File: config.mk
export PLATFORM = sky130hd
export DESIGN_NAME = cafc_core
export DESIGN_NICKNAME = d
export VERILOG_FILES = /design/src/logic/cafc_pkg.sv /design/src/logic/cafc_mul_if.sv /design/src/logic/cafc_core.sv /design/src/logic/cafc_mul.sv
export SDC_FILE = /design/constraint.sdc
export NUM_CORES = 1
export LEC_CHECK = 0
export ABC_CLOCK_PERIOD_IN_PS = 9000
export BUFFER_PORTS_ARGS = -buffer_cell sky130_fd_sc_hd__buf_2
export CORE_AREA = 2 2 217 219
export CTS_BUF_LIST = sky130_fd_sc_hd__clkbuf_16
export CTS_CLUSTER_DIAMETER = 40
export DETAILED_ROUTE_END_ITERATION = 8
export DIE_AREA = 0 0 219 221
export SYNTH_ARGS = -nofsm -noshare
export SYNTH_HDL_FRONTEND = slang
export SYNTH_SLANG_ARGS = --single-unit
File: constraint.sdc
create_clock -name CLK_SYS_I -period 9 [get_ports CLK_SYS_I]
set_input_delay 1.8 -clock CLK_SYS_I [delete_from_list [all_inputs] [get_ports CLK_SYS_I]]
set_output_delay 1.8 -clock CLK_SYS_I [all_outputs]
set_load 0.05 [all_outputs]
File: src/logic/cafc_pkg.sv
// Shared constants, flag layout, cycle counts and operation codes of the execution datapath.
`default_nettype none
package cafc_pkg;
  // ****************************************************************
  // I/O address map
  // ****************************************************************
  localparam logic [15:0] CAFC_BIT_IO_LAST  = 16'h001f;
  localparam logic [15:0] CAFC_PORT_IO_LAST = 16'h003f;
  localparam logic [15:0] CAFC_DATA_IO_OFS  = 16'h0020;
  localparam logic [15:0] CAFC_EXT_IO_FIRST = 16'h0060;
  localparam logic [15:0] CAFC_EXT_IO_LAST  = 16'h00ff;

  // ****************************************************************
  // Status flag positions, masks and reset value
  // ****************************************************************
  localparam int          CAFC_FLAG_C     = 0;
  localparam int          CAFC_FLAG_Z     = 1;
  localparam int          CAFC_FLAG_N     = 2;
  localparam int          CAFC_FLAG_V     = 3;
  localparam int          CAFC_FLAG_S     = 4;
  localparam int          CAFC_FLAG_H     = 5;
  localparam logic [7:0]  CAFC_SREG_RESET = 8'h00;
  localparam logic [7:0]  CAFC_MASK_ARITH = 8'h2f;
  localparam logic [7:0]  CAFC_MASK_WORD  = 8'h1f;
  localparam logic [7:0]  CAFC_MASK_LOGIC = 8'h0e;
  localparam logic [7:0]  CAFC_MASK_INV   = 8'h0f;
  localparam logic [7:0]  CAFC_MASK_MUL   = 8'h03;
  localparam logic [7:0]  CAFC_MASK_NONE  = 8'h00;

  // ****************************************************************
  // Cycle counts
  // ****************************************************************
  localparam logic [2:0]  CAFC_CYC_ONE    = 3'h1;
  localparam logic [2:0]  CAFC_CYC_PAIR   = 3'h2;
  localparam logic [2:0]  CAFC_CYC_MUL    = 3'h2;
  localparam logic [2:0]  CAFC_CYC_RJUMP  = 3'h2;
  localparam logic [2:0]  CAFC_CYC_ZJUMP  = 3'h2;
  localparam logic [2:0]  CAFC_CYC_AJUMP  = 3'h3;
  localparam logic [2:0]  CAFC_CYC_RELATIVE_SUBROUTINE_ENTRY  = 3'h3;
  localparam logic [2:0]  CAFC_CYC_ACALL  = 3'h4;
  localparam logic [2:0]  CAFC_CYC_EXIT   = 3'h4;

  // ****************************************************************
  // Operations
  // ****************************************************************
  typedef enum logic [5:0] {
    op_add, op_add_carry, op_sub, op_minus_with_carry,
    op_and, op_or, op_exclusive_merge, op_bitwise_invert, op_zero_minus_value,
    op_set_bits_mask, op_clear_bits_mask, op_plus_one, op_minus_one,
    op_zero_sign_probe, op_zero_register, op_all_ones_register,
    op_pair_immediate_sum, op_pair_immediate_minus,
    op_unsigned_product, op_signed_product, op_mixed_sign_product,
    op_frac_unsigned_product, op_frac_signed_product, op_frac_mixed_product,
    op_pc_relative_jump, op_z_pointer_jump, op_absolute_jump,
    op_relative_subroutine_entry, op_absolute_call, op_subroutine_exit,
    op_io_port_read, op_io_port_write, op_load_op, op_write_mem_op,
    op_io_bit_set_op, op_io_bit_clear_op, op_skip_if_io_bit_one, op_skip_if_io_bit_zero
  } cafc_op_e;
endpackage
`default_nettype wire

File: src/logic/cafc_mul_if.sv
// Interface between the datapath and its two-clock multiplier.
`default_nettype none
interface cafc_mul_if;
  logic        start;
  logic [7:0]  a;
  logic [7:0]  b;
  logic        a_signed;
  logic        b_signed;
  logic        frac;
  logic [15:0] prod;
  logic        carry;
  modport master (output start, a, b, a_signed, b_signed, frac, input prod, carry);
  modport unit   (input start, a, b, a_signed, b_signed, frac, output prod, carry);
endinterface
`default_nettype wire

File: src/logic/cafc_core.sv
// Execution datapath: ALU, multiply, flow control timing and I/O address decode.
`default_nettype none
// Behaviour
// - I/O 0x00-0x1F support bit set, bit clear and skip-on-bit tests.
// - Bit set and clear write only the addressed bit, via a one-hot mask.
// - Port instructions reach I/O 0x00-0x3F; data space sees them at +0x20.
// - Extended I/O 0x60-0xFF is reached only by data-space load and store.
// - Register add, with or without carry, one clock, flags Z C N V H.
// - Pair immediate add and subtract take two clocks, flags Z C N V S.
// - Subtract register or constant, with or without borrow, one clock, Z C N V H.
// - AND, OR, XOR take one clock and update only Z N V.
// - Invert gives 0xFF minus operand (Z C N V); negate gives 0x00 minus (plus H).
// - Set-bits ORs mask, clear-bits ANDs with inverted mask, flags Z N V.
// - Increment, decrement, probe and clear take one clock, flags Z N V.
// - Integer multiplies write 16-bit product to R1:R0 in two clocks, Z and C.
// - Fractional multiplies shift the product left once, two clocks, Z and C.
// - Relative jump PC+k+1 and Z jump take two clocks, absolute jump three.
// - Relative call three clocks, absolute call four, return four; no flags.
module cafc_core (
  input  wire logic               CLK_SYS_I,
  input  wire logic               SYS_RST_I,
  input  wire logic               OP_VALID_I,
  input  wire cafc_pkg::cafc_op_e OP_CODE_I,
  input  wire logic [7:0]         OPA_I,
  input  wire logic [7:0]         OPB_I,
  input  wire logic [15:0]        WORD_I,
  input  wire logic [7:0]         IO_RDATA_I,
  output logic                    BUSY_O,
  output logic                    DONE_O,
  output logic [15:0]             RES_O,
  output logic                    RD_WE_O,
  output logic                    PAIR_WE_O,
  output logic                    PROD_WE_O,
  output logic                    PUSH_O,
  output logic [7:0]              SREG_O,
  output logic [15:0]             PC_O,
  output logic [7:0]              IO_ADDR_O,
  output logic                    IO_RE_O,
  output logic                    IO_WE_O,
  output logic [7:0]              IO_WMASK_O,
  output logic [7:0]              IO_WDATA_O,
  output logic                    IO_ERR_O,
  output logic                    SKIP_O
);
  // ****************************************************************
  // Sequencing
  // ****************************************************************
  cafc_mul_if          mul ();
  cafc_pkg::cafc_op_e  cur_op;
  cafc_pkg::cafc_op_e  op;
  logic [7:0]          cur_a;
  logic [7:0]          cur_b;
  logic [15:0]         cur_w;
  logic [2:0]          cnt;
  logic [2:0]          cycles;
  logic                busy;
  logic                take;
  logic                finish;
  logic [7:0]          a;
  logic [7:0]          b;
  logic [15:0]         w;
  logic [7:0]          sreg;
  logic [15:0]         pc;

  assign take   = OP_VALID_I & ~busy;
  assign op     = busy ? cur_op : OP_CODE_I;
  assign a      = busy ? cur_a : OPA_I;
  assign b      = busy ? cur_b : OPB_I;
  assign w      = busy ? cur_w : WORD_I;
  assign finish = (take && cycles == cafc_pkg::CAFC_CYC_ONE) || (busy && cnt == 3'h1);

  always_comb begin
    case (op)
      cafc_pkg::op_pair_immediate_sum,
      cafc_pkg::op_pair_immediate_minus:      cycles = cafc_pkg::CAFC_CYC_PAIR;
      cafc_pkg::op_unsigned_product, cafc_pkg::op_signed_product,
      cafc_pkg::op_mixed_sign_product, cafc_pkg::op_frac_unsigned_product,
      cafc_pkg::op_frac_signed_product,
      cafc_pkg::op_frac_mixed_product:        cycles = cafc_pkg::CAFC_CYC_MUL;
      cafc_pkg::op_pc_relative_jump:          cycles = cafc_pkg::CAFC_CYC_RJUMP;
      cafc_pkg::op_z_pointer_jump:            cycles = cafc_pkg::CAFC_CYC_ZJUMP;
      cafc_pkg::op_absolute_jump:             cycles = cafc_pkg::CAFC_CYC_AJUMP;
      cafc_pkg::op_relative_subroutine_entry: cycles = cafc_pkg::CAFC_CYC_RELATIVE_SUBROUTINE_ENTRY;
      cafc_pkg::op_absolute_call:             cycles = cafc_pkg::CAFC_CYC_ACALL;
      cafc_pkg::op_subroutine_exit:           cycles = cafc_pkg::CAFC_CYC_EXIT;
      default:                                cycles = cafc_pkg::CAFC_CYC_ONE;
    endcase
  end

  always_ff @(posedge CLK_SYS_I) begin
    if (SYS_RST_I) begin
      busy   <= 1'b0;
      cnt    <= 3'h0;
      cur_op <= cafc_pkg::op_add;
      cur_a  <= 8'h00;
      cur_b  <= 8'h00;
      cur_w  <= 16'h0000;
    end else if (take && cycles != cafc_pkg::CAFC_CYC_ONE) begin
      busy   <= 1'b1;
      cnt    <= cycles - 3'h1;
      cur_op <= OP_CODE_I;
      cur_a  <= OPA_I;
      cur_b  <= OPB_I;
      cur_w  <= WORD_I;
    end else if (busy) begin
      cnt  <= cnt - 3'h1;
      busy <= (cnt != 3'h1);
    end
  end

  // ****************************************************************
  // Multiplier
  // ****************************************************************
  logic is_mul_s;
  logic is_mul_mix;
  logic is_frac;

  assign is_mul_s   = op == cafc_pkg::op_signed_product || op == cafc_pkg::op_frac_signed_product;
  assign is_mul_mix = op == cafc_pkg::op_mixed_sign_product ||
                      op == cafc_pkg::op_frac_mixed_product;
  assign is_frac    = op == cafc_pkg::op_frac_unsigned_product ||
                      op == cafc_pkg::op_frac_signed_product || op == cafc_pkg::op_frac_mixed_product;
  assign mul.start    = take && cycles == cafc_pkg::CAFC_CYC_MUL &&
                        (is_frac || is_mul_s || is_mul_mix || op == cafc_pkg::op_unsigned_product);
  assign mul.a        = OPA_I;
  assign mul.b        = OPB_I;
  assign mul.a_signed = is_mul_s | is_mul_mix;
  assign mul.b_signed = is_mul_s;
  assign mul.frac     = is_frac;

  cafc_mul u_mul (
    .clk_i (CLK_SYS_I),
    .rst_i (SYS_RST_I),
    .mul   (mul.unit)
  );

  // ****************************************************************
  // Arithmetic and I/O decode
  // ****************************************************************
  logic       c_in;
  logic [8:0] add9;
  logic [8:0] sub9;
  logic [15:0] wsum;
  logic [15:0] wdif;
  logic [7:0] bit_mask;
  logic       port_ok;
  logic       bit_ok;
  logic       data_io;
  logic [15:0] data_idx;

  assign c_in  = sreg[cafc_pkg::CAFC_FLAG_C];
  assign add9  = {1'b0, a} + {1'b0, b} + {8'h00, c_in & (op == cafc_pkg::op_add_carry)};
  assign sub9  = {1'b0, a} - {1'b0, b} - {8'h00, c_in & (op == cafc_pkg::op_minus_with_carry)};
  assign wsum  = w + {10'h000, b[5:0]};
  assign wdif  = w - {10'h000, b[5:0]};
  assign bit_mask = 8'h01 << b[2:0];
  assign port_ok  = w <= cafc_pkg::CAFC_PORT_IO_LAST;
  assign bit_ok   = w <= cafc_pkg::CAFC_BIT_IO_LAST;
  assign data_io  = w >= cafc_pkg::CAFC_DATA_IO_OFS && w <= cafc_pkg::CAFC_EXT_IO_LAST;
  assign data_idx = w - cafc_pkg::CAFC_DATA_IO_OFS;

  logic [15:0] n_res;
  logic [15:0] n_pc;
  logic [7:0]  n_fl;
  logic [7:0]  n_mask;
  logic [7:0]  n_ioa;
  logic [7:0]  n_iom;
  logic [7:0]  n_iod;
  logic        n_rd;
  logic        n_pair;
  logic        n_prod;
  logic        n_push;
  logic        n_re;
  logic        n_we;
  logic        n_err;
  logic        n_skip;
  logic        n_zchain;

  always_comb begin
    n_res = 16'h0000; n_pc = pc + 16'h0001; n_fl = 8'h00;
    n_mask = cafc_pkg::CAFC_MASK_NONE;
    n_ioa = 8'h00; n_iom = 8'h00; n_iod = 8'h00; n_zchain = 1'b0;
    n_rd = 1'b0; n_pair = 1'b0; n_prod = 1'b0; n_push = 1'b0;
    n_re = 1'b0; n_we = 1'b0; n_err = 1'b0; n_skip = 1'b0;
    case (op)
      cafc_pkg::op_add, cafc_pkg::op_add_carry: begin
        n_res = {8'h00, add9[7:0]}; n_rd = 1'b1; n_mask = cafc_pkg::CAFC_MASK_ARITH;
        n_fl[cafc_pkg::CAFC_FLAG_H] = a[3]&b[3] | b[3]&~add9[3] | ~add9[3]&a[3];
        n_fl[cafc_pkg::CAFC_FLAG_V] = a[7]&b[7]&~add9[7] | ~a[7]&~b[7]&add9[7];
        n_fl[cafc_pkg::CAFC_FLAG_C] = add9[8];
      end
      cafc_pkg::op_sub, cafc_pkg::op_minus_with_carry: begin
        n_res = {8'h00, sub9[7:0]}; n_rd = 1'b1; n_mask = cafc_pkg::CAFC_MASK_ARITH;
        n_fl[cafc_pkg::CAFC_FLAG_H] = ~a[3]&b[3] | b[3]&sub9[3] | sub9[3]&~a[3];
        n_fl[cafc_pkg::CAFC_FLAG_V] = a[7]&~b[7]&~sub9[7] | ~a[7]&b[7]&sub9[7];
        n_fl[cafc_pkg::CAFC_FLAG_C] = sub9[8];
        n_zchain = op == cafc_pkg::op_minus_with_carry;
      end
      cafc_pkg::op_and, cafc_pkg::op_zero_sign_probe: begin
        n_res = {8'h00, a & b}; n_rd = 1'b1; n_mask = cafc_pkg::CAFC_MASK_LOGIC;
      end
      cafc_pkg::op_or, cafc_pkg::op_set_bits_mask: begin
        n_res = {8'h00, a | b}; n_rd = 1'b1; n_mask = cafc_pkg::CAFC_MASK_LOGIC;
      end
      cafc_pkg::op_clear_bits_mask: begin
        n_res = {8'h00, a & (8'hff - b)}; n_rd = 1'b1; n_mask = cafc_pkg::CAFC_MASK_LOGIC;
      end
      cafc_pkg::op_exclusive_merge, cafc_pkg::op_zero_register: begin
        n_res = {8'h00, a ^ b}; n_rd = 1'b1; n_mask = cafc_pkg::CAFC_MASK_LOGIC;
      end
      cafc_pkg::op_bitwise_invert: begin
        n_res = {8'h00, 8'hff - a}; n_rd = 1'b1; n_mask = cafc_pkg::CAFC_MASK_INV;
        n_fl[cafc_pkg::CAFC_FLAG_C] = 1'b1;
      end
      cafc_pkg::op_zero_minus_value: begin
        n_res = {8'h00, 8'h00 - a}; n_rd = 1'b1; n_mask = cafc_pkg::CAFC_MASK_ARITH;
        n_fl[cafc_pkg::CAFC_FLAG_H] = n_res[3] | a[3];
        n_fl[cafc_pkg::CAFC_FLAG_V] = n_res[7:0] == 8'h80;
        n_fl[cafc_pkg::CAFC_FLAG_C] = n_res[7:0] != 8'h00;
      end
      cafc_pkg::op_plus_one, cafc_pkg::op_minus_one: begin
        n_res = {8'h00, op == cafc_pkg::op_plus_one ? a + 8'h01 : a - 8'h01};
        n_rd = 1'b1; n_mask = cafc_pkg::CAFC_MASK_LOGIC;
        n_fl[cafc_pkg::CAFC_FLAG_V] = op == cafc_pkg::op_plus_one ? n_res[7:0] == 8'h80
                                                                   : n_res[7:0] == 8'h7f;
      end
      cafc_pkg::op_all_ones_register: begin
        n_res = 16'h00ff; n_rd = 1'b1;
      end
      cafc_pkg::op_pair_immediate_sum, cafc_pkg::op_pair_immediate_minus: begin
        n_res = op == cafc_pkg::op_pair_immediate_sum ? wsum : wdif;
        n_pair = 1'b1; n_mask = cafc_pkg::CAFC_MASK_WORD;
        n_fl[cafc_pkg::CAFC_FLAG_V] = op == cafc_pkg::op_pair_immediate_sum ?
                                      ~w[15] & n_res[15] : w[15] & ~n_res[15];
        n_fl[cafc_pkg::CAFC_FLAG_C] = op == cafc_pkg::op_pair_immediate_sum ?
                                      ~n_res[15] & w[15] : n_res[15] & ~w[15];
        n_fl[cafc_pkg::CAFC_FLAG_S] = n_res[15] ^ n_fl[cafc_pkg::CAFC_FLAG_V];
      end
      cafc_pkg::op_unsigned_product, cafc_pkg::op_signed_product,
      cafc_pkg::op_mixed_sign_product, cafc_pkg::op_frac_unsigned_product,
      cafc_pkg::op_frac_signed_product, cafc_pkg::op_frac_mixed_product: begin
        n_res = mul.prod; n_prod = 1'b1; n_mask = cafc_pkg::CAFC_MASK_MUL;
        n_fl[cafc_pkg::CAFC_FLAG_C] = mul.carry;
      end
      cafc_pkg::op_pc_relative_jump: n_pc = pc + w + 16'h0001;
      cafc_pkg::op_z_pointer_jump, cafc_pkg::op_absolute_jump,
      cafc_pkg::op_subroutine_exit: n_pc = w;
      cafc_pkg::op_relative_subroutine_entry: begin
        n_pc = pc + w + 16'h0001; n_res = pc + 16'h0001; n_push = 1'b1;
      end
      cafc_pkg::op_absolute_call: begin
        n_pc = w; n_res = pc + 16'h0002; n_push = 1'b1;
      end
      cafc_pkg::op_io_port_read, cafc_pkg::op_io_port_write: begin
        n_ioa = w[7:0]; n_err = ~port_ok; n_iom = 8'hff; n_iod = a;
        n_re = port_ok & (op == cafc_pkg::op_io_port_read);
        n_we = port_ok & (op == cafc_pkg::op_io_port_write);
        n_rd = n_re; n_res = {8'h00, IO_RDATA_I};
      end
      cafc_pkg::op_load_op, cafc_pkg::op_write_mem_op: begin
        n_ioa = data_idx[7:0]; n_iom = 8'hff; n_iod = a;
        n_re = data_io & (op == cafc_pkg::op_load_op);
        n_we = data_io & (op == cafc_pkg::op_write_mem_op);
        n_rd = n_re; n_res = {8'h00, IO_RDATA_I};
      end
      cafc_pkg::op_io_bit_set_op, cafc_pkg::op_io_bit_clear_op: begin
        n_ioa = w[7:0]; n_err = ~bit_ok; n_we = bit_ok; n_iom = bit_mask;
        n_iod = op == cafc_pkg::op_io_bit_set_op ? bit_mask : 8'h00;
      end
      cafc_pkg::op_skip_if_io_bit_one, cafc_pkg::op_skip_if_io_bit_zero: begin
        n_ioa = w[7:0]; n_err = ~bit_ok;
        n_skip = bit_ok & (IO_RDATA_I[b[2:0]] == (op == cafc_pkg::op_skip_if_io_bit_one));
      end
      default: n_res = 16'h0000;
    endcase
    // The borrow chain lets a multi-byte subtract report zero only when every byte was zero.
    n_fl[cafc_pkg::CAFC_FLAG_Z] = n_pair || n_prod ? n_res == 16'h0000 :
                                  (n_res[7:0] == 8'h00) & (~n_zchain | sreg[cafc_pkg::CAFC_FLAG_Z]);
    n_fl[cafc_pkg::CAFC_FLAG_N] = n_pair ? n_res[15] : n_res[7];
  end

  // ****************************************************************
  // Result registers
  // ****************************************************************
  always_ff @(posedge CLK_SYS_I) begin
    if (SYS_RST_I) begin
      sreg <= cafc_pkg::CAFC_SREG_RESET; pc <= 16'h0000; RES_O <= 16'h0000;
      IO_ADDR_O <= 8'h00; IO_WMASK_O <= 8'h00; IO_WDATA_O <= 8'h00;
    end else if (finish) begin
      sreg <= (sreg & ~n_mask) | (n_fl & n_mask);
      pc <= n_pc; RES_O <= n_res;
      IO_ADDR_O <= n_ioa; IO_WMASK_O <= n_iom; IO_WDATA_O <= n_iod;
    end
  end

  always_ff @(posedge CLK_SYS_I) begin
    if (SYS_RST_I) begin
      {DONE_O, RD_WE_O, PAIR_WE_O, PROD_WE_O, PUSH_O} <= 5'h00;
      {IO_RE_O, IO_WE_O, IO_ERR_O, SKIP_O} <= 4'h0;
    end else begin
      {DONE_O, RD_WE_O, PAIR_WE_O, PROD_WE_O, PUSH_O} <=
        {finish, finish & n_rd, finish & n_pair, finish & n_prod, finish & n_push};
      {IO_RE_O, IO_WE_O, IO_ERR_O, SKIP_O} <=
        {finish & n_re, finish & n_we, finish & n_err, finish & n_skip};
    end
  end

  assign BUSY_O = busy;
  assign SREG_O = sreg;
  assign PC_O   = pc;
endmodule
`default_nettype wire

File: src/logic/cafc_mul.sv
// Two-clock 8x8 multiplier with signed, mixed and fractional modes.
`default_nettype none
module cafc_mul (
  input  wire logic   clk_i,
  input  wire logic   rst_i,
  cafc_mul_if.unit    mul
);
  logic              a_sg;
  logic              b_sg;
  logic              frac;
  logic [7:0]        a;
  logic [7:0]        b;
  logic signed [8:0] ext_a;
  logic signed [8:0] ext_b;
  logic signed [17:0] full;
  logic [15:0]       raw;

  // Operands are captured in the first clock; the product is ready in the second.
  always_ff @(posedge clk_i) begin
    if (rst_i) begin
      a    <= 8'h00;
      b    <= 8'h00;
      a_sg <= 1'b0;
      b_sg <= 1'b0;
      frac <= 1'b0;
    end else if (mul.start) begin
      a    <= mul.a;
      b    <= mul.b;
      a_sg <= mul.a_signed;
      b_sg <= mul.b_signed;
      frac <= mul.frac;
    end
  end

  assign ext_a    = {a_sg & a[7], a};
  assign ext_b    = {b_sg & b[7], b};
  assign full     = ext_a * ext_b;
  assign raw      = full[15:0];
  assign mul.prod = frac ? {raw[14:0], 1'b0} : raw;
  assign mul.carry = raw[15];
endmodule
`default_nettype wire

==> results.sh <==
export IMPL_status="completed"
export IMPL_synth_compound_area_frac=0.208
export IMPL_place_inst=2386
export IMPL_grt_util_met3=0.0425
export IMPL_hold_violations=0
export IMPL_power_total_mw=2.36
export IMPL_critPathTopFamily="adder cells"
export IMPL_p_seq_frac=0.295
export IMPL_slew_violations=0
export IMPL_io_pins=123
export IMPL_ys_warn_count=0
export IMPL_gp_congestion=1.01
export IMPL_yosysTopAreaCell="dfxtp_1"
export IMPL_muxShareOfSynthArea=0.0469
export IMPL_met1_usage=0.284
export IMPL_rsz0062_at_grt="false"
export IMPL_maxClockFrequency_mhz=154
export IMPL_fp_dieW_um=219
export IMPL_tritoncts="yes"
export IMPL_yosys_area_share_simple=0.218
export IMPL_ys_seq_area_frac=0.193
export IMPL_arrival_ps=6850
export IMPL_netlist_instances=1738
export IMPL_start_util=0.297
export IMPL_swShare=0.435
export IMPL_avgSynthCellArea_um2=7.86
export IMPL_grt_pass1_vias=13100
export IMPL_clockRootBuffer="clkbuf_16"
export IMPL_fin_skew_ps=8.73
export IMPL_viasPerCell=5.53
export IMPL_synth_most_common_cell="nand2_1"
export IMPL_clkPwrFrac=0.299
export IMPL_h_tree_depth=4
export IMPL_tritoncts_num_buffers=17
export IMPL_pwr_share_comb=0.406
export IMPL_drive_above_1_share=0.128
export IMPL_synth_top_area_share=0.193
export IMPL_setup_slack_ps=2520
export IMPL_antenna_found_initial=2
export IMPL_async_reset_ff_frac=0
export IMPL_core_area_mm2=0.0461
export IMPL_slowest_stage="fa_1"
export IMPL_clock_latency_ps=450
export IMPL_pre_cts_slack_ps=2360
export IMPL_fin_crit_ps=6480
export IMPL_dieArea_mm2=0.0484
export IMPL_slew_headroom=0.144
export IMPL_startpoint_type="register"
export IMPL_synth_adder_area_share=0.209
export IMPL_gr_total_overflow=0
export IMPL_synth_edf_count=0
export IMPL_post_cts_setup_buffer_count=0
export IMPL_cpMostUsedCell="fa_1"
export IMPL_synth_xor_area_share=0.0594
export IMPL_startpoint="u_mul.b[7]"
export IMPL_path_clk_slew_ps=70
export IMPL_synth_top_family_by_area="simple AND/OR/NAND/NOR gates"
export IMPL_track_usage=0.220
export IMPL_grtUsageMet2=0.361
export IMPL_crit_buf_inv=3
export IMPL_area_growth_pct=12.0
export IMPL_setup_viol=0
export IMPL_dr_pass1_iters=6
export IMPL_synth_distinct_cells=95
export IMPL_worstSetupPathType="reg2reg"
export IMPL_layout_cells_non_filler=2419
export IMPL_ant_nets=0
export IMPL_grt_max_degree=72
export IMPL_post_route_util=0.332
export IMPL_synth_area_leaders="dfxtp_1 (19%), ha_1 (11%), fa_1 (10%)"
export IMPL_layout_nets=2033
export IMPL_clock_sinks=132
export IMPL_reg2reg_from="u_mul.b[7]"
export IMPL_placementRows=79
export IMPL_cap_violations=0
export IMPL_worstPathMaxFanout=11
export IMPL_hp_start="cur_w[7]"
export IMPL_switchingPower_mw=1.03
export IMPL_p_int_mw=1.33
export IMPL_finalSetupTns_ps=0
export IMPL_synth_flop_cell="dfxtp_1"
export IMPL_p_leak_nw=6.45
export IMPL_grt_busiest_layer="met2"
export IMPL_finalCritPeriodShare=0.720
export IMPL_cp_required_ps=9370
export IMPL_end_kind="register"
export IMPL_vias=13400
export IMPL_slowest_delay_ps=550
export IMPL_hold_class="reg2reg"
export IMPL_ys_ff_latch=132
export IMPL_die_h_um=221
export IMPL_powerDensity_mw_per_mm2=154
export IMPL_grt_pass1_wl_um=81200
export IMPL_synth_common_cells="nand2_1 (232), nor2_1 (166), dfxtp_1 (132)"
export IMPL_drt_iter0_drc=1259
export IMPL_totalWireLength_um=53100
export IMPL_ir_worst_vdd_mv=0.147
export IMPL_post_cts_resized=0
export IMPL_clockBufferDepth=2
export IMPL_post_dp_hpwl_um=41800
export IMPL_synth_area_mm2=0.0137
export IMPL_holdBufCountCts=0
export IMPL_crit_chain="nand2_1, or2_2, fa_1, fa_1, inv_1, fa_1, fa_1, inv_1, fa_1, inv_1, ha_1, nand2_1, o31ai_1, xor2_1, mux2i_1, nor2_1, a211oi_1, nand3_1, a2111oi_1, a41oi_2, o31ai_2"
export IMPL_io_buffer_count=120
export IMPL_wl_per_cell_um=21.9
export IMPL_worst_pin_slew_ps=1280
export IMPL_drc_errors=0
-- cells by family after synthesis --
logic type	count (synthesis)
buf+inv	211
compound gates	417
xor+xnor	91
mux	58
simple gates	642
flops	132
other cells	1
fa+ha+maj	186
-- registers in the layout (all words and copies together) (netlist names), 3 cells and up, named ones only --
name        cells
cur_a           8
cur_op          6
cur_b           8
RES_O          16
cur_w          16
PC_O           16
u_mul.a         8
cnt             3
u_mul.b         8
IO_WMASK_O      8
IO_ADDR_O       8
IO_WDATA_O      8
-- power by group through the flow --
stage	Sequential (mW)	Clock, mW	Combinational (mW)
final	0.696	0.705	0.956
after global routing	0.701	0.739	1.03
after CTS	0.695	0.714	0.943
after detailed placement	0.708	0	0.935
after global placement	0.707	0	0.930
after floorplan	0.784	0	0.589
-- per-layer routing --
metal,part of all wire,up-vias
li1,-,6225
met1,0.42,6510
met2,0.47,549
met3,0.068,95
met4,0.036,0
met5,0,-
-- cell type report --
class                      instances  area [um2]
fill                            4949       30800
antenna                            1        2.50
tap                              607         759
clock inverter                    15         145
timing repair buffer             136         723
multi-input combinational       1396       10200
clock buffer                      17         425
sequential                       132        2650
inverter                         115         432
-- worst min-delay path, cell delays in order, from the launching register on --
cell     delay [ps]
dfxtp_1         310
nand2_1          50
a21oi_1          50
-- path summary, 6_finish.rpt --
path,endpoint,slack (ps),depth (start not counted)
worst max-delay path,register,2520,21
worst min-delay path,cur_w[7],450,2
worst max register to register,register,2520,21
worst min register to register,cur_w[7],450,2
-- cell usage in the layout, fill, tap and decap left out, drive strengths merged, types with 17 or more instances in the layout --
cell type	count
buf	136
and3	18
mux2i	45
o22ai	23
fa	71
a211oi	38
nor2	167
ha	115
nand2	235
nor3	55
clkbuf	17
and2	47
xor2	36
inv	124
nor2b	20
nand3	34
o21ai	61
dfxtp	132
xnor2	55
a21oi	130
-- per-stage QoR --
stage	hold WS, ps	instance area [um2]
final	453	15300
after global routing	476	15300
after CTS	455	15300
after detailed placement	446	14700
after global placement	438	14700
after floorplan	433	13700
No activity file was read; power rests on OpenSTA's default activity.
